**src/rtl/ppo_defs.svh**
```systemverilog
// Offsets, fields, command codes and reset values of the preset block
`ifndef PPO_DEFS_SVH
`define PPO_DEFS_SVH

// ----------------------------------------------------------------------
// Register indices (byte address is four times the index)
// ----------------------------------------------------------------------
`define PPO_IDX_EFF_B1      8'h20
`define PPO_IDX_EFF_B2      8'h21
`define PPO_IDX_EFF_B3      8'h22
`define PPO_IDX_STO_B0      8'h23
`define PPO_IDX_STO_B1      8'h24
`define PPO_IDX_STO_B2      8'h25
`define PPO_IDX_STO_B3      8'h26
`define PPO_IDX_STO_B4      8'h27
`define PPO_IDX_SET_B0      8'h2a
`define PPO_IDX_SET_B1      8'h2b
`define PPO_IDX_SET_B2      8'h2c
`define PPO_IDX_SET_B3      8'h2d
`define PPO_IDX_SET_B4      8'h2e
`define PPO_IDX_PIN_CMD     8'h30
`define PPO_IDX_COMMAND     8'h31
`define PPO_IDX_CONFIG      8'h32
`define PPO_IDX_STATUS      8'h33

// ----------------------------------------------------------------------
// Field positions
// ----------------------------------------------------------------------
`define PPO_POS_W           36
`define PPO_CFG_MODE_HI     2
`define PPO_CFG_MT_BIT      3
`define PPO_MODE_PIN_LO     3'h2
`define PPO_MODE_PIN_HI     3'h7

// ----------------------------------------------------------------------
// Command codes
// ----------------------------------------------------------------------
`define PPO_CMD_NONE        8'h00
`define PPO_CMD_WRITE_ALL   8'h01
`define PPO_CMD_WRITE_OFF   8'h02
`define PPO_CMD_ABS_RELOAD  8'h03
`define PPO_CMD_VERN_CHECK  8'h04
`define PPO_CMD_MT_RELOAD   8'h05
`define PPO_CMD_MT_CHECK    8'h06
`define PPO_CMD_SOFT_RST    8'h07
`define PPO_CMD_PRES_RAM    8'h08
`define PPO_CMD_PRES_STORE  8'h09
`define PPO_CMD_BUS_XFER    8'h0a
`define PPO_CMD_EVENT_INC   8'h0b
`define PPO_CMD_FINAL_CFG   8'h0c
`define PPO_CMD_CRC_VERIFY  8'h0d
`define PPO_CMD_CHECKSUM_RECOMPUTE_CMD    8'h0e
`define PPO_CMD_TURN_HIGH   8'h0f
`define PPO_CMD_TURN_LOW    8'h10
`define PPO_CMD_NONE_ALT    8'hff

// ----------------------------------------------------------------------
// Reset values
// ----------------------------------------------------------------------
`define PPO_RST_POS         36'h000000000
`define PPO_RST_PIN_CMD     8'h00
`define PPO_RST_MODE        3'h0

`endif

```
**src/rtl/ppo_pkg.sv**
```systemverilog
// Types shared by the preset and offset block
package ppo_pkg;

    typedef enum logic [3:0] {
        PPO_RELOAD,
        PPO_IDLE,
        PPO_STOP,
        PPO_CAPTURE,
        PPO_CALC,
        PPO_STORE,
        PPO_EEP,
        PPO_CRC,
        PPO_RESTART
    } ppo_state_t;

    typedef struct packed {
        logic        psel;
        logic        penable;
        logic        pwrite;
        logic [11:0] paddr;
        logic [31:0] pwdata;
    } ppo_apb_req_t;

    typedef struct packed {
        logic        pready;
        logic        pslverr;
        logic [31:0] prdata;
    } ppo_apb_rsp_t;

    typedef struct packed {
        logic [35:0] pos;
        logic        valid;
    } ppo_pos_t;

    typedef struct packed {
        logic       strobe;
        logic [7:0] code;
    } ppo_cmd_t;

    typedef struct packed {
        ppo_state_t   st;
        logic [35:0]  stored;
        logic [35:0]  setpt;
        logic [35:0]  eff;
        logic [35:0]  cap_pos;
        logic [7:0]   pin_cmd;
        logic [2:0]   port_mode;
        logic         mt_cfg;
        logic         store_flag;
        ppo_apb_rsp_t apb;
        ppo_pos_t     pos_out;
        logic         qconv_run;
        logic         eep_wr_req;
        logic         crc_req;
        ppo_cmd_t     cmd;
        logic         pin_en;
    } ppo_regs_t;

endpackage

```
**src/rtl/ppo_pin_sync.sv**
```systemverilog
// Preset pin synchroniser and falling-edge pulse
`timescale 1ns/1ps

module ppo_pin_sync (
    input  wire logic pclk,
    input  wire logic presetn,
    input  wire logic ce,
    input  wire logic pin_n,
    output logic      fall
);

    logic meta;
    logic sync;
    logic last;

    // ------------------------------------------------------------------
    // Two stages, then an edge detector on the settled copy
    // ------------------------------------------------------------------
    always_ff @(posedge pclk or negedge presetn) begin
        if (!presetn) begin
            meta <= 1'b1;
            sync <= 1'b1;
            last <= 1'b1;
            fall <= 1'b0;
        end else if (ce) begin
            meta <= pin_n;
            sync <= meta;
            last <= sync;
            fall <= last & ~sync; // [RQ20]
        end
    end

endmodule

```
**src/rtl/ppo_top.sv**
```systemverilog
// Position offset, preset sequence and preset pin command logic
//
// Notes on behaviour
// [RQ1] Preset pin usable only in port modes 2..7
// [RQ2] Pin falling edge runs selected pin command
// [RQ3] Pin codes 00..08 decode, FF none
// [RQ4] Pin codes 09..10 decode further
// [RQ5] Stored offset is the EEPROM configuration offset
// [RQ6] Reload builds effective offset with vernier, multiturn
// [RQ7] Effective offset subtracted at every conversion; here only at conversions while the quadrature converter runs
// [RQ8] Stored offset ignores incremental resolution setting
// [RQ9] Preset makes output position equal setpoint
// [RQ10] Preset starts from command write or pin
// [RQ11] Preset first stops quadrature converter
// [RQ12] Then current position is captured
// [RQ13] New effective, then new stored offset computed
// [RQ14] Only preset-and-store writes offsets to EEPROM
// [RQ15] Preset ends by restarting quadrature converter
// [RQ16] Stored offset byte layout at 0x23..0x27
// [RQ17] Setpoint byte layout at 0x2a..0x2e
// [RQ18] Effective offset bits 35:12 read-only
// [RQ19] Preset requests CRC8 update of offset area
// [RQ20] Pin synchronised, one pulse per falling edge
//
// The APB register port is this design's own decision.
`timescale 1ns/1ps
`include "ppo_defs.svh"

module ppo_top
    import ppo_pkg::*;
#(
    parameter int POS_W = `PPO_POS_W
) (
    input  wire logic         pclk,
    input  wire logic         presetn,
    input  wire logic         ce,
    input  wire ppo_apb_req_t apb_req,
    output ppo_apb_rsp_t      apb_rsp,
    input  wire logic         preset_pin_n,
    input  wire logic [35:0]  sync_position,
    input  wire logic         conv_valid,
    input  wire logic [35:0]  vernier_data,
    input  wire logic [35:0]  multiturn_data,
    input  wire logic         eep_done,
    output ppo_pos_t          pos_out,
    output logic              qconv_run,
    output logic              eep_wr_req,
    output logic              crc_req,
    output ppo_cmd_t          cmd_out,
    output logic              preset_pin_en
);

    // ------------------------------------------------------------------
    // Elaboration check
    // ------------------------------------------------------------------
    if (POS_W != `PPO_POS_W) begin : g_bad_width
        $error("ppo_top: position width must be 36");
    end

    ppo_regs_t q;
    ppo_regs_t next_q;
    logic      pin_fall;

    // ------------------------------------------------------------------
    // Preset pin front end
    // ------------------------------------------------------------------
    ppo_pin_sync u_pin_sync (
        .pclk    (pclk),
        .presetn (presetn),
        .ce      (ce),
        .pin_n   (preset_pin_n),
        .fall    (pin_fall)
    );

    // ------------------------------------------------------------------
    // Helpers
    // ------------------------------------------------------------------
    function automatic logic is_preset(input logic [7:0] c);
        is_preset = (c == `PPO_CMD_PRES_RAM) ||
                    (c == `PPO_CMD_PRES_STORE);
    endfunction

    function automatic logic is_reload(input logic [7:0] c);
        is_reload = (c == `PPO_CMD_ABS_RELOAD) ||
                    (c == `PPO_CMD_SOFT_RST);
    endfunction

    // Codes that the pin may fire; anything else is no action
    function automatic logic is_action(input logic [7:0] c);
        is_action = (c != `PPO_CMD_NONE) &&
                    (c != `PPO_CMD_NONE_ALT) &&
                    (c <= `PPO_CMD_TURN_LOW);
    endfunction

    function automatic logic [35:0] amend(input logic [35:0] base,
                                          input logic [35:0] vern,
                                          input logic [35:0] mt,
                                          input logic        use_mt);
        amend = base + vern + (use_mt ? mt : 36'h000000000);
    endfunction

    // ------------------------------------------------------------------
    // Bus decode
    // ------------------------------------------------------------------
    logic [7:0] idx;
    logic       in_range;
    logic       access;
    logic       wr_done;
    logic [7:0] wbyte;

    assign idx      = apb_req.paddr[9:2];
    assign in_range = (apb_req.paddr[11:10] == 2'h0);
    assign access   = apb_req.psel & apb_req.penable;
    assign wr_done  = access & q.apb.pready & apb_req.pwrite;
    assign wbyte    = apb_req.pwdata[7:0];

    logic       mapped;
    logic [7:0] rbyte;

    always_comb begin
        mapped = in_range;
        rbyte  = 8'h00;
        case (idx)
            `PPO_IDX_EFF_B1:  rbyte = q.eff[19:12];           // [RQ18]
            `PPO_IDX_EFF_B2:  rbyte = q.eff[27:20];           // [RQ18]
            `PPO_IDX_EFF_B3:  rbyte = q.eff[35:28];           // [RQ18]
            `PPO_IDX_STO_B0:  rbyte = {q.stored[3:0], 4'h0};  // [RQ16]
            `PPO_IDX_STO_B1:  rbyte = q.stored[11:4];
            `PPO_IDX_STO_B2:  rbyte = q.stored[19:12];
            `PPO_IDX_STO_B3:  rbyte = q.stored[27:20];
            `PPO_IDX_STO_B4:  rbyte = q.stored[35:28];
            `PPO_IDX_SET_B0:  rbyte = {q.setpt[3:0], 4'h0};   // [RQ17]
            `PPO_IDX_SET_B1:  rbyte = q.setpt[11:4];
            `PPO_IDX_SET_B2:  rbyte = q.setpt[19:12];
            `PPO_IDX_SET_B3:  rbyte = q.setpt[27:20];
            `PPO_IDX_SET_B4:  rbyte = q.setpt[35:28];
            `PPO_IDX_PIN_CMD: rbyte = q.pin_cmd;
            `PPO_IDX_COMMAND: rbyte = 8'h00;
            `PPO_IDX_CONFIG:  rbyte = {4'h0, q.mt_cfg, q.port_mode};
            `PPO_IDX_STATUS:  rbyte = {2'h0, q.pin_en, q.qconv_run,
                                       q.st};
            default:          mapped = 1'b0;
        endcase
    end

    // ------------------------------------------------------------------
    // Command sources
    // ------------------------------------------------------------------
    logic       sw_cmd;
    logic       pin_cmd_go;
    logic       go;
    logic [7:0] go_code;

    assign sw_cmd     = wr_done & in_range & (idx == `PPO_IDX_COMMAND);
    assign pin_cmd_go = pin_fall & q.pin_en &
                        is_action(q.pin_cmd); // [RQ2] [RQ3] [RQ4]
    // Commands arriving while a sequence runs are dropped
    assign go         = (q.st == PPO_IDLE) & (sw_cmd | pin_cmd_go);
    assign go_code    = sw_cmd ? wbyte : q.pin_cmd;

    // ------------------------------------------------------------------
    // Next state
    // ------------------------------------------------------------------
    always_comb begin
        next_q = q;

        // Single-cycle pulses
        next_q.pos_out.valid = 1'b0;
        next_q.eep_wr_req    = 1'b0;
        next_q.crc_req       = 1'b0;
        next_q.cmd.strobe    = 1'b0;

        // APB slave: one wait state, answer registered
        next_q.apb.pready = access & ~q.apb.pready;
        if (access & ~q.apb.pready) begin
            next_q.apb.pslverr = ~mapped;
            next_q.apb.prdata  = (mapped & ~apb_req.pwrite) ?
                                 {24'h000000, rbyte} : 32'h00000000;
        end else begin
            next_q.apb.pslverr = 1'b0;
            next_q.apb.prdata  = 32'h00000000;
        end

        // Software writes of stored offset, setpoint, pin command and configuration
        if (wr_done & in_range) begin
            case (idx)
                `PPO_IDX_STO_B0:  next_q.stored[3:0]   = wbyte[7:4];
                `PPO_IDX_STO_B1:  next_q.stored[11:4]  = wbyte;
                `PPO_IDX_STO_B2:  next_q.stored[19:12] = wbyte;
                `PPO_IDX_STO_B3:  next_q.stored[27:20] = wbyte;
                `PPO_IDX_STO_B4:  next_q.stored[35:28] = wbyte;
                `PPO_IDX_SET_B0:  next_q.setpt[3:0]    = wbyte[7:4];
                `PPO_IDX_SET_B1:  next_q.setpt[11:4]   = wbyte;
                `PPO_IDX_SET_B2:  next_q.setpt[19:12]  = wbyte;
                `PPO_IDX_SET_B3:  next_q.setpt[27:20]  = wbyte;
                `PPO_IDX_SET_B4:  next_q.setpt[35:28]  = wbyte;
                `PPO_IDX_PIN_CMD: next_q.pin_cmd       = wbyte;
                `PPO_IDX_CONFIG: begin
                    next_q.port_mode = wbyte[`PPO_CFG_MODE_HI:0];
                    next_q.mt_cfg    = wbyte[`PPO_CFG_MT_BIT];
                end
                default: ;
            endcase
        end

        // Pin function follows the port mode
        next_q.pin_en = (q.port_mode >= `PPO_MODE_PIN_LO) &&
                        (q.port_mode <= `PPO_MODE_PIN_HI); // [RQ1]

        // Output position, computed on each conversion while the converter runs
        if (conv_valid & q.qconv_run) begin
            next_q.pos_out.pos   = sync_position - q.eff; // [RQ7] [RQ9]
            next_q.pos_out.valid = 1'b1;
        end

        // Hand non-preset commands to the command executor
        if (go & ~is_preset(go_code)) begin
            next_q.cmd.strobe = 1'b1;
            next_q.cmd.code   = go_code;
        end

        // Sequencer
        case (q.st)
            PPO_RELOAD: begin
                // Stored offset is the raw configuration value [RQ5] [RQ8]
                next_q.eff = amend(q.stored, vernier_data,
                                   multiturn_data, q.mt_cfg); // [RQ6]
                next_q.qconv_run = 1'b1;
                next_q.st        = PPO_IDLE;
            end
            PPO_IDLE: begin
                if (go & is_preset(go_code)) begin // [RQ10]
                    next_q.store_flag =
                        (go_code == `PPO_CMD_PRES_STORE);
                    next_q.qconv_run  = 1'b0; // [RQ11]
                    next_q.st         = PPO_STOP;
                end else if (go & is_reload(go_code)) begin
                    next_q.st = PPO_RELOAD; // [RQ6]
                end
            end
            PPO_STOP: begin
                next_q.st = PPO_CAPTURE;
            end
            PPO_CAPTURE: begin
                if (conv_valid) begin
                    next_q.cap_pos = sync_position; // [RQ12]
                    next_q.st      = PPO_CALC;
                end
            end
            PPO_CALC: begin
                next_q.eff = q.cap_pos - q.setpt; // [RQ13] [RQ9]
                next_q.st  = PPO_STORE;
            end
            PPO_STORE: begin
                next_q.stored = q.eff - vernier_data -
                    (q.mt_cfg ? multiturn_data : 36'h000000000); // [RQ13]
                if (q.store_flag) begin
                    next_q.eep_wr_req = 1'b1; // [RQ14]
                    next_q.st         = PPO_EEP;
                end else begin
                    next_q.st = PPO_CRC;
                end
            end
            PPO_EEP: begin
                if (eep_done) begin
                    next_q.st = PPO_CRC;
                end
            end
            PPO_CRC: begin
                next_q.crc_req = 1'b1; // [RQ19]
                next_q.st      = PPO_RESTART;
            end
            PPO_RESTART: begin
                next_q.qconv_run = 1'b1; // [RQ15]
                next_q.st        = PPO_IDLE;
            end
            default: begin
                next_q.st = PPO_IDLE;
            end
        endcase
    end

    // ------------------------------------------------------------------
    // State register
    // ------------------------------------------------------------------
    always_ff @(posedge pclk or negedge presetn) begin
        if (!presetn) begin
            q.st         <= PPO_RELOAD;
            q.stored     <= `PPO_RST_POS;
            q.setpt      <= `PPO_RST_POS;
            q.eff        <= `PPO_RST_POS;
            q.cap_pos    <= `PPO_RST_POS;
            q.pin_cmd    <= `PPO_RST_PIN_CMD;
            q.port_mode  <= `PPO_RST_MODE;
            q.mt_cfg     <= 1'b0;
            q.store_flag <= 1'b0;
            q.apb        <= '0;
            q.pos_out    <= '0;
            q.qconv_run  <= 1'b0;
            q.eep_wr_req <= 1'b0;
            q.crc_req    <= 1'b0;
            q.cmd        <= '0;
            q.pin_en     <= 1'b0;
        end else if (ce) begin
            q <= next_q;
        end
    end

    // ------------------------------------------------------------------
    // Outputs
    // ------------------------------------------------------------------
    assign apb_rsp       = q.apb;
    assign pos_out       = q.pos_out;
    assign qconv_run     = q.qconv_run;
    assign eep_wr_req    = q.eep_wr_req;
    assign crc_req       = q.crc_req;
    assign cmd_out       = q.cmd;
    assign preset_pin_en = q.pin_en;

endmodule

```
**config.mk**
```make
export PLATFORM = sky130hd
export DESIGN_NAME = ppo_top
export DESIGN_NICKNAME = d
export VERILOG_FILES = /design/src/rtl/ppo_pkg.sv /design/src/rtl/ppo_pin_sync.sv /design/src/rtl/ppo_top.sv
export VERILOG_INCLUDE_DIRS = /design/src /design/src/rtl
export SDC_FILE = /design/constraint.sdc
export NUM_CORES = 1
export LEC_CHECK = 0
export ABC_AREA = 0
export BUFFER_PORTS_ARGS = -buffer_cell sky130_fd_sc_hd__buf_4
export CORE_ASPECT_RATIO = 0.6
export CORE_MARGIN = 2
export CORE_UTILIZATION = 30
export DETAILED_ROUTE_END_ITERATION = 12
export GPL_ROUTABILITY_DRIVEN = 1
export PLACE_DENSITY = 0.52
export SKIP_LAST_GASP = 1
export SLEW_MARGIN = 15
export SYNTH_ARGS = -nofsm -noshare
export SYNTH_HDL_FRONTEND = slang
export SYNTH_SLANG_ARGS = --single-unit
```
**constraint.sdc**
```tcl
create_clock -name pclk -period 12 [get_ports pclk]
set_clock_uncertainty 0.1 [all_clocks]
set_input_delay 3 -clock pclk [delete_from_list [all_inputs] [get_ports pclk]]
set_output_delay 3 -clock pclk [all_outputs]
set_load 0.02 [all_outputs]
```
# After elaboration in Yosys (flattened, before gate mapping)
# Index checks and enable logic that the tools add are counted.
[totals]
output_inout_bits = 84
elab_cells = 165
ff_bits = 249
input_bits = 161
[classes]
reduce_logical = 37
n_mux = 32
n_addsub = 6
n_eq_ne = 34
n_lt_le_gt_ge = 3
n_bitwise = 21
[ops]
columns = ["op", "n"]
rows = [
  ["36-bit subtractor", 4],
  ["8-bit by 6-bit == test with 1-bit output (second input constant)", 17],
  ["8-bit one-hot mux with 16 select lines", 1],
  ["8-bit 2-to-1 mux", 10],
  ["36-bit adder", 2],
  ["36-bit 2-to-1 mux", 2],
  ["72-bit 2-to-1 mux", 1],
  ["36-bit one-hot mux with 2 select lines", 1],
  ["3-bit AND reduction", 15],
  ["33-bit 2-to-1 mux", 1],
  ["4-bit one-hot mux with 7 select lines", 1],
  ["4-bit 2-to-1 mux", 6],
  ["17-bit OR reduction", 1],
  ["4-bit by 3-bit == test with 1-bit output (second input constant)", 4],
  ["8-bit by 4-bit == test with 1-bit output (second input constant)", 2],
  ["2-bit nonzero test", 8],
  ["1-bit AND", 15],
  ["9-bit 2-to-1 mux", 1],
  ["4-bit by 2-bit == test with 1-bit output (second input constant)", 2],
  ["8-bit by 2-bit == test with 1-bit output (second input constant)", 1],
  ["8-bit by 3-bit == test with 1-bit output (second input constant)", 1],
  ["8-bit by 5-bit <= comparator with 1-bit output (second input constant)", 1],
  ["8-bit inequality test (second input constant)", 1],
  ["8-bit nonzero test", 1],
  ["other kinds (18)", 34],
]

# Depth between registers and ports, before layout
# Gate-level depths: netlist (run 1).
[logic_depth]
word_depth = 12
ltp_mapped = 18
depth_no_buf = 16

# By module
# A second synthesis (run 1) with hierarchy kept.
[unflattened]
cells_unflattened = 2351
hier_area_um2 = 20234.4
[modules_own_cells]
columns = ["module", "area_each_um2", "cells_per_inst", "seq_area_each_um2", "n_inst"]
rows = [
  ["ppo_top", 20080.5, 2341, 5530.3, 1],
  ["ppo_pin_sync", 153.9, 10, 103.8, 1],
]

# Worst setup path before layout (run 1)
# No wires, ideal clock.
[synth_path]
kind = "in2reg"
from = "input port multiturn_data[1]"
to = "register q[156] (netlist name)"
n_path_buf = 0
arrival_time_ns = 6.229
required_ns = 11.774
setup_time_ns = 0.126
path_stages = 14
path_slack_ns = 5.545
cell_sequence = "and2_1 > fa_1 > ha_1 > fa_1 > a211oi_1 > o211ai_1 > a41oi_1 > o31ai_1 > a211oi_1 > o21bai_1 > a21oi_1 > o21a_1 > xnor2_1 > a221o_1"
[synth_via]
elab_chain_cells = 3
[synth_rtl]
columns = ["item", "line_no", "source"]
rows = [
  ["start, declared", "ppo_top.sv:43", "input wire logic [35:0] multiturn_data,"],
  ["36-bit 2-to-1 mux", "ppo_top.sv:99", "amend = base + vern + (use_mt ? mt : 36'h000000000);"],
  ["36-bit adder", "ppo_top.sv:99", ""],
  ["36-bit one-hot mux with 2 select lines", "ppo_top.sv:223", "case (q.st)"],
  ["end signal, assigned", "ppo_top.sv:305", "q <= next_q;"],
  ["end, declared", "ppo_top.sv:60", "ppo_regs_t q;"],
]
# Every way passes these cells.
# A chain may end at the register's enable or synchronous reset.

# Worst setup path after layout (run 1)
[layout_path]
from = "input port multiturn_data[1]"
to = "register q[168] (netlist name)"
# The elaborated chain is that of the path after synthesis.

==> metrics.yaml, run 1 <==
die:
  die_area_mm2: 0.0681
  start_util: 0.305
  die_y_um: 203
  core-area_mm2: 0.0649
  placementRows: 72
  die_w_um: 336
  io_pins: 245
sta:
  hold_violations: 0
  slew_viol_final: 0
  slew_headroom: 0.172
  finalCritPeriodShare: 0.565
  finalSetupViolCount: 0
  max_freq_ghz: 0.147
  whs_ns: 0.382
  tns_ns: 0
  rsz0062_at_grt: "no"
  period_needed_ns: 6.78
  worst_pin_slew_ns: 1.24
clock_network:
  cts_resized: 0
  cts_tree: "done"
  postCtsHoldBufs: 0
  clockRootBuffer: "clkbuf_16"
  clk_path_buf_depth: 3
  clkLatencyLatePin_ns: 0.58
  cts.sinks: 225
  cts_setup_buffers: 0
  clkTransAtPathRegs_ns: 0.06
  numCtsBuffers: 27
  h-tree-depth: 1
synthesis:
  synth_ff_type: "dfrtp_1"
  async_flop_share: 1.00
  avgSynthCellArea_um2: 8.70
  ys_seq_area_frac: 0.285
  synth_cell_types: 80
  synth_edf_count: 0
  synthesis.area_mm2: 0.0198
  yosys-top-cells-area: "dfrtp_1, ha_1, fa_1, o21ai_0, mux2_2"
  ys_warn_count: 0
  syn_inst: 2275
  synth_top_area_cell: "dfrtp_1"
  netlist_top_cells_count: "nand2_1, dfrtp_1, o21ai_0"
  ys_seq_elements: 225
  synth_top_area_frac: 0.281
  synth.most_common_cell: "nand2_1"
critical_path:
  critPathRequiredTime_ns: 12.39
  crit_family: "compound AO/OA/AOI/OAI gates"
  crit_top_cell: "a211oi_1"
  cp-end-kind: "flip-flop"
  start_kind: "primary input"
  cpMaxStageDelayCell: "fa_1"
  r2r_start: "q[85]"
  path_buf_inv: 1
  max_stage_delay_ns: 0.50
  crit_chain: "buf_4 > and2_1 > fa_1 > ha_1 > fa_1 > a211oi_1 > o211ai_1 > a41oi_1 > nand3_1 > a211oi_1 > o31ai_1 > a211oi_1 > xnor2_1 > o21ai_0 > o21ai_0"
  cp_max_fo: 4
  cp-startpoint: "multiturn_data[1]"
  crit_arrival_ns: 7.17
  crit_type: "primary input to flip-flop"
detailed_routing:
  drtIter0Drc: 1331
  antenna_left: 0
  wl_per_cell_um: 22.6
  via_per_inst: 5.38
  vias: 17400
  drtPass1Iterations: 5
  totalWireLength_mm: 73.1
  drc_errors: 0
global_route:
  grt_overflow_total: 0
  antenna_found_initial: 4
  grt_max_degree: 84
  grt_usage: 0.213
  grt_pass1_wl_mm: 109
  grt_pass1_vias: 17100
layout:
  final_cells: 3238
  drive_gt1_frac: 0.155
  nets: 2741
  areaGrowthSynthToFinish_pct: 14.2
placed_design:
  place_congestion: 0.943
  numPortBuffers: 194
  hpwl_mm: 59.1
  numPlacedInstances: 3186
power_and_ir_drop:
  leakage_nw: 10.6
  peakVddDrop_v: 0.0000978
  powerDensity_mw_per_mm2: 203
run_status:
  status: "finished clean"
min_path:
  hold_start: "pos_out[30]"
  min_path_type: "flip-flop to flip-flop"
run:
  cap_violations: 0
## worst paths after layout
path | cells past startpoint | endpoint | slack, ns
min in group asynchronous | 1 | pos_out[0] | 2.35
max | 15 | q[168] | 5.22
max reg2reg | 15 | q[168] | 6.98
max in group asynchronous | 2 | q[218] | 8.02
min reg2reg | 2 | pos_out[30] | 0.38
min | 2 | pos_out[30] | 0.38
## flip-flops by register name (all words and copies together) (netlist names)
signal / count
q: 161
pos_out: 37
apb_rsp: 10
cmd_out: 9
crc_req: 1
eep_wr_req: 1
preset_pin_en: 1
qconv_run: 1
u_pin_sync.fall: 1
u_pin_sync.last: 1
u_pin_sync.meta: 1
u_pin_sync.sync: 1
## placed cells by master (no fill, tap or decap), types with 31 or more instances in the layout
cell type | synthesis | final
a211oi_1 | 31 | 31
buf_4 | 83 | 208
nand3_1 | 50 | 49
ha_1 | 141 | 141
mux2_2 | 80 | 80
xnor2_1 | 78 | 78
xor2_1 | 44 | 44
nor2_1 | 106 | 106
fa_1 | 73 | 73
a21oi_1 | 179 | 178
nand2_1 | 232 | 232
dfrtp_1 | 222 | 222
inv_1 | 183 | 183
a21o_1 | 72 | 72
nor3_1 | 32 | 31
o21ai_0 | 185 | 185
## layout make-up
cell class / count / area [µm²]
Multi-Input combinational cell: 1718 / 12600
Tap cell: 851 / 1060
Inverter: 183 / 687
Fill cell: 6781 / 42200
Antenna cell: 1 / 2.50
Timing Repair Buffer: 211 / 1600
Sequential cell: 225 / 5630
Clock inverter: 17 / 282
Clock buffer: 32 / 724
## where the power goes
group	switching, W	internal (W)	total, W	leakage (nW)
clock network	0.000380	0.000584	0.000964	0.493
registers	0.000209	0.000916	0.00113	2.89
logic	0.00148	0.00103	0.00251	7.23
total	0.00207	0.00253	0.00460	10.6
## worst min-delay path: stages, from the launching register on
cell     delay, ns
dfrtp_1       0.35
nand2_1       0.04
o21ai_0       0.06
## cells by family after synthesis
family / synth area share
multiplexers: 0.0645
AND/OR/NAND/NOR: 0.134
buffers and inverters: 0.0832
flip-flops: 0.285
other: 0.000189
XOR/XNOR: 0.0540
AO/OA/AOI/OAI: 0.217
adder cells (fa/ha/maj): 0.163
## through the flow
| stage | total power [W] | cell area [µm²] | setup slack [ns] | utilization |
|---|---|---|---|---|
| after global placement | 0.00360 | 21600 | 4.74 | 0.333 |
| after global routing | 0.00496 | 22600 | 5.00 | 0.349 |
| after detailed placement | 0.00362 | 21600 | 4.73 | 0.333 |
| after CTS | 0.00461 | 22600 | 5.33 | 0.348 |
| after floorplan | 0.00290 | 19900 | 5.54 | - |
| final | 0.00460 | 22600 | 5.22 | 0.349 |
## routing by layer
metal / wire, µm / global-route usage / vias up / part of all wire
li1: - / - / 8157 / -
met1: 34500 / 0.312 / 8581 / 0.47
met2: 30600 / 0.308 / 604 / 0.42
met3: 6630 / 0.0621 / 72 / 0.091
met4: 1420 / 0.0407 / 0 / 0.019
met5: 0 / 0 / - / 0
Note: power is estimated with default switching activity, not from simulation.
==> inputs of run 2 (changes only) <==
Clock period 12 ns to 7.1 ns, I/O delays scaled along.
==> metrics.yaml, run 2 (synthesis results as in run 1) <==
run_status:
  status: "finished clean"  # unchanged
sta:
  slew_headroom: 0.187  # was 0.172
  period_needed_ns: 5.54
  tns_ns: 0  # unchanged
  slew_viol_final: 0  # unchanged
  hold_violations: 0  # unchanged
  worst_pin_slew_ns: 1.21  # was 1.24 ns
  finalCritPeriodShare: 0.780
  finalSetupViolCount: 0  # unchanged
  max_freq_ghz: 0.181
  rsz0062_at_grt: "no"  # unchanged
die:
  start_util: 0.305  # unchanged
  io_pins: 245  # unchanged
  placementRows: 72  # unchanged
  die_w_um: 336  # unchanged
  core-area_mm2: 0.0649  # unchanged
  die_area_mm2: 0.0681  # unchanged
  die_y_um: 203  # unchanged
clock_network:
  clkLatencyLatePin_ns: 0.58  # about the same
  cts_resized: 0  # unchanged
  h-tree-depth: 1  # unchanged
  clockRootBuffer: "clkbuf_16"  # unchanged
  postCtsHoldBufs: 0  # unchanged
  cts.sinks: 225  # unchanged
  clk_path_buf_depth: 3  # unchanged
  clkTransAtPathRegs_ns: 0.06  # about the same
  cts_tree: "done"  # unchanged
  numCtsBuffers: 27  # unchanged
  cts_setup_buffers: 0  # unchanged
layout:
  drive_gt1_frac: 0.154  # was 0.155
  postLayoutCellArea_mm2: 0.0226  # about the same
  nets: 2743  # was 2741
  final_core_util: 0.348  # was 0.349
  areaGrowthSynthToFinish_pct: 14.0  # was 14.2%
  largest_reg_flops: 161  # unchanged
  layout_common_cells: "nand2_1, dfrtp_1, buf_4"  # unchanged
  top_register: "q"  # unchanged
  final_common_cell: "nand2_1"  # unchanged
power_and_ir_drop:
  peakVddDrop_v: 0.000169  # was 0.0000978 V
  powerDensity_mw_per_mm2: 339  # was 203 mW/mm²
  leakage_nw: 10.6  # about the same
detailed_routing:
  drtIter0Drc: 1490  # was 1331
  via_per_inst: 5.38  # about the same
  drc_errors: 0  # unchanged
  antenna_left: 0  # unchanged
  wl_per_cell_um: 22.5  # was 22.6 µm
  drtPass1Iterations: 5  # unchanged
  vias: 17400  # about the same
  totalWireLength_mm: 73.0  # was 73.1 mm
global_route:
  grt_pass1_vias: 17000  # was 17100
  grt.busiest_layer: "met1"  # unchanged
  grt_overflow_total: 0  # unchanged
  grt_pass1_wl_mm: 108  # was 109 mm
  grt_usage: 0.212  # was 0.213
  gr-usage-met2: 0.308  # about the same
  grt_use_met1: 0.312  # about the same
  grt_max_degree: 128  # was 84
  antenna_found_initial: 9  # was 4
  met3_usage: 0.0609  # was 0.0621
critical_path:
  cp-startpoint: "multiturn_data[1]"  # unchanged
  crit_type: "primary input to flip-flop"  # unchanged
  cp_max_fo: 4  # unchanged
  start_kind: "primary input"  # unchanged
  cp-end-kind: "flip-flop"  # unchanged
  crit_arrival_ns: 5.93  # was 7.17 ns
  critPathRequiredTime_ns: 7.50  # was 12.39 ns
  r2r_start: "q[85]"  # unchanged
  worstRegToRegCells: 14  # was 15
min_path:
  min_path_type: "flip-flop to flip-flop"  # unchanged
  hold_start: "pos_out[33]"  # was pos_out[30]
  whs_path_depth: 2  # unchanged
placed_design:
  hpwl_mm: 58.8  # was 59.1 mm
  place_area_mm2: 0.0216  # about the same
  numPortBuffers: 194  # unchanged
  place_congestion: 0.958  # was 0.943
run:
  cap_violations: 0  # unchanged
run 2: cell types whose count changed in the layout (fill, tap and decap cells not counted):
cell,before,now
a21oi_1,178,179
a21oi_2,1,0
buf_16,0,1
buf_4,208,210
bufinv_16,7,3
clkbuf_1,2,6
clkbuf_2,1,0
clkbuf_8,3,6
clkinv_4,2,1
clkinvlp_4,1,0
inv_6,3,2
run 2: final timing paths:
path	end	slack, ns
setup / recovery	q[168]	1.56
hold / removal	pos_out[33]	0.38
setup reg to reg	q[168]	1.90
hold reg to reg	pos_out[33]	0.38
max in group asynchronous	q[188]	4.54
min in group asynchronous	pos_out[0]	0.96
run 2: cell type report:
cell class	instances	area (µm²)
sequential	225	5630
inverter	183	687
tap	851	1060
timing repair buffer	213	1640
clock inverter	10	136
clock buffer	39	781
antenna	1	2.50
multi-input combinational	1718	12600
fill	6767	42300
run 2: critical path: stages:
cell,delay (ns)
buf_4,0.11
and2_1,0.17
fa_1,0.45
ha_1,0.25
fa_1,0.50
a211oi_1,0.34
o211ai_1,0.19
a41oi_1,0.49
nand3_1,0.33
a211oi_1,0.42
o31ai_1,0.22
a211oi_1,0.30
xnor2_1,0.15
o21ai_0,0.08
o21ai_0,0.15
run 2: layer usage:
metal,routed length [µm],up-vias
li1,-,8150
met1,34600,8630
met2,30500,572
met3,6610,74
met4,1180,2
met5,13,-
run 2: through the flow:
stage	total power (W)	hold slack, ns	worst slack (ns)	std cells
floorplan	0.00490	0.350	1.87	2298
global placement	0.00607	0.366	1.12	3189
detailed placement	0.00611	0.374	1.08	3189
CTS	0.00767	0.389	1.67	3238
global route	0.00823	0.402	1.36	3239
finish	0.00764	0.383	1.56	3240
run 2: power by group:
part | total, W | switching (W) | internal [W] | leakage, nW
sequential | 0.00190 | 0.000349 | 0.00155 | 2.89
combinational | 0.00424 | 0.00250 | 0.00174 | 7.25
clock | 0.00151 | 0.000634 | 0.000873 | 0.454
total | 0.00764 | 0.00348 | 0.00416 | 10.6
==> inputs of run 3 (changes only) <==
Clock period 7.1 ns to 5.7 ns, I/O delays scaled along.
==> metrics.yaml, run 3 (synthesis results as in run 1) <==
sta:
  tns_ns: 0  # unchanged
  slew_headroom: 0.238  # was 0.187
  worst_pin_slew_ns: 1.14  # was 1.21 ns
  slew_viol_final: 0  # unchanged
  period_needed_ns: 5.16
  rsz0062_at_grt: "no"  # unchanged
  finalCritPeriodShare: 0.905
  max_freq_ghz: 0.194
  hold_violations: 0  # unchanged
  finalSetupViolCount: 0  # unchanged
  fin_ws_ns: 0.544  # was 1.56 ns
  whs_ns: 0.381  # was 0.383 ns
layout:
  final_common_cell: "nand2_1"  # unchanged
  final_core_util: 0.348  # about the same
  multiInputGateArea_mm2: 0.0126  # unchanged
  drive_gt1_frac: 0.158  # was 0.154
  largest_reg_flops: 161  # unchanged
  areaGrowthSynthToFinish_pct: 13.9  # was 14.0%
  layout_common_cells: "nand2_1, buf_4, dfrtp_1"  # was nand2_1, dfrtp_1, buf_4
  seqCellArea_mm2: 0.00563  # unchanged
  fillers: 6839  # was 6767
  nets: 2757  # was 2743
  top_register: "q"  # unchanged
detailed_routing:
  totalWireLength_mm: 73.1  # was 73.0 mm
  drtIter0Drc: 1583  # was 1490
  via_per_inst: 5.39  # was 5.38
  drc_errors: 0  # unchanged
  antenna_left: 0  # unchanged
  drtPass1Iterations: 6  # was 5
  wl_per_cell_um: 22.5  # about the same
  vias: 17500  # was 17400
clock_network:
  clkTransAtPathRegs_ns: 0.07  # was 0.06 ns
  cts_tree: "done"  # unchanged
  cts.sinks: 225  # unchanged
  numCtsBuffers: 25  # was 27
  clk_path_buf_depth: 3  # unchanged
  clockRootBuffer: "clkbuf_16"  # unchanged
  h-tree-depth: 1  # unchanged
  postCtsHoldBufs: 0  # unchanged
  cts_setup_buffers: 0  # unchanged
  clkLatencyLatePin_ns: 0.57  # was 0.58 ns
  cts_resized: 0  # unchanged
run_status:
  status: "finished clean"  # unchanged
global_route:
  grt_usage: 0.211  # was 0.212
  grt_overflow_total: 0  # unchanged
  grt_pass1_vias: 16800  # was 17000
  antenna_found_initial: 5  # was 9
  grt_pass1_wl_mm: 108  # about the same
  grt_max_degree: 105  # was 128
placed_design:
  hpwl_mm: 59.5  # was 58.8 mm
  numPortBuffers: 194  # unchanged
  place_congestion: 0.925  # was 0.958
  pre_cts_slack_ns: 0.271  # was 1.08 ns
min_path:
  hold-path-endpoint: "pos_out[33]"  # unchanged
  hold_start: "pos_out[33]"  # unchanged
  min_path_type: "flip-flop to flip-flop"  # unchanged
  whs_path_depth: 2  # unchanged
critical_path:
  crit_arrival_ns: 5.56  # was 5.93 ns
  max_stage_delay_ns: 0.96  # was 0.50 ns
  start_kind: "flip-flop"  # was primary input
  cpMaxStageDelayCell: "dfrtp_1"  # was fa_1
  crit_chain: "buf_4 > nand2_1 > inv_1 > fa_1 > ha_1 > o21ai_0 > o21ai_0 > nand3_1 > o31ai_1 > a211oi_2 > or3_1 > a31oi_1 > xor2_1 > a22oi_1 > nand2_1"  # was buf_4 > and2_1 > fa_1 > ha_1 > fa_1 > a211oi_1 > o211ai_1 > a41oi_1 > nand3_1 > a211oi_1 > o31ai_1 > a211oi_1 > xnor2_1 > o21ai_0 > o21ai_0
  r2r_slack_ns: 0.54  # was 1.90 ns
  crit_type: "flip-flop to flip-flop"  # was primary input to flip-flop
  r2r_start: "q[85]"  # unchanged
  worstRegToRegCells: 15  # was 14
  reg2reg_to: "q[167]"  # was q[168]
  critPathRequiredTime_ns: 6.11  # was 7.50 ns
  cp-end-kind: "flip-flop"  # unchanged
  cp_max_fo: 15  # was 4
power_and_ir_drop:
  leakage_nw: 10.6  # about the same
  powerDensity_mw_per_mm2: 416  # was 339 mW/mm²
  peakVddDrop_v: 0.000202  # was 0.000169 V
die:
  placementRows: 72  # unchanged
  die_y_um: 203  # unchanged
  die_area_mm2: 0.0681  # unchanged
  die_w_um: 336  # unchanged
  start_util: 0.305  # unchanged
  core-area_mm2: 0.0649  # unchanged
  io_pins: 245  # unchanged
run:
  cap_violations: 0  # unchanged
[run 3: cell types whose count changed in the layout (fill, tap and decap cells not counted)]
cell,delta
buf_16,-1
buf_4,+17
bufinv_16,-1
clkinv_2,+2
clkbuf_8,-2
clkbuf_16,-2
clkinvlp_4,+1
clkbuf_1,-1
inv_6,-2
[run 3: metrics by stage]
stage	cells	cell area [µm²]	power (W)
after floorplan	2298	19900	0.00610
after global placement	3206	21700	0.00760
final	3251	22600	0.00938
after detailed placement	3206	21700	0.00764
after CTS	3250	22600	0.00938
after global routing	3250	22600	0.0101
[run 3: layer usage]
| metal | vias to the layer above | part of all wire | GRT usage |
|---|---|---|---|
| li1 | 8198 | - | - |
| met1 | 8646 | 0.46 | 0.311 |
| met2 | 605 | 0.42 | 0.309 |
| met3 | 74 | 0.098 | 0.0583 |
| met4 | 0 | 0.016 | 0.0336 |
| met5 | - | 0 | 0 |
[run 3: where the power goes]
| group | leakage [nW] | internal, W | switching [W] | total, W |
|---|---|---|---|---|
| sequential | 2.89 | 0.00193 | 0.000436 | 0.00237 |
| clock | 0.399 | 0.000947 | 0.000743 | 0.00169 |
| combinational | 7.32 | 0.00219 | 0.00314 | 0.00533 |
| total | 10.6 | 0.00506 | 0.00432 | 0.00938 |
[run 3: layout make-up]
class | count | share of cell area
Sequential cell | 225 | 0.250
Multi-Input combinational cell | 1718 | 0.560
Timing Repair Buffer | 229 | 0.0771
Clock inverter | 10 | 0.00471
Antenna cell | 1 | 0.000111
Clock buffer | 34 | 0.0310
Tap cell | 851 | 0.0472
Inverter | 183 | 0.0305
[run 3: worst max path at each step]
stage | from | to | slack, ns | cells past startpoint
after floorplan | multiturn_data[1] | q[156] | 0.82 | 14
after global placement | multiturn_data[1] | q[168] | 0.28 | 17
after detailed placement | multiturn_data[1] | q[168] | 0.27 | 17
after CTS | q[85] | q[164] | 0.71 | 17
after global routing | q[85] | q[165] | 0.25 | 15
final | q[85] | q[167] | 0.54 | 15
[run 3: critical path: cells and delay by family (launching register included)]
kind	cells	cell delay, ns
buffers and inverters	2	0.37
XOR/XNOR	1	0.25
AO/OA/AOI/OAI	6	1.76
AND/OR/NAND/NOR	4	0.87
flip-flops	1	0.96
adder cells (fa/ha/maj)	2	0.77
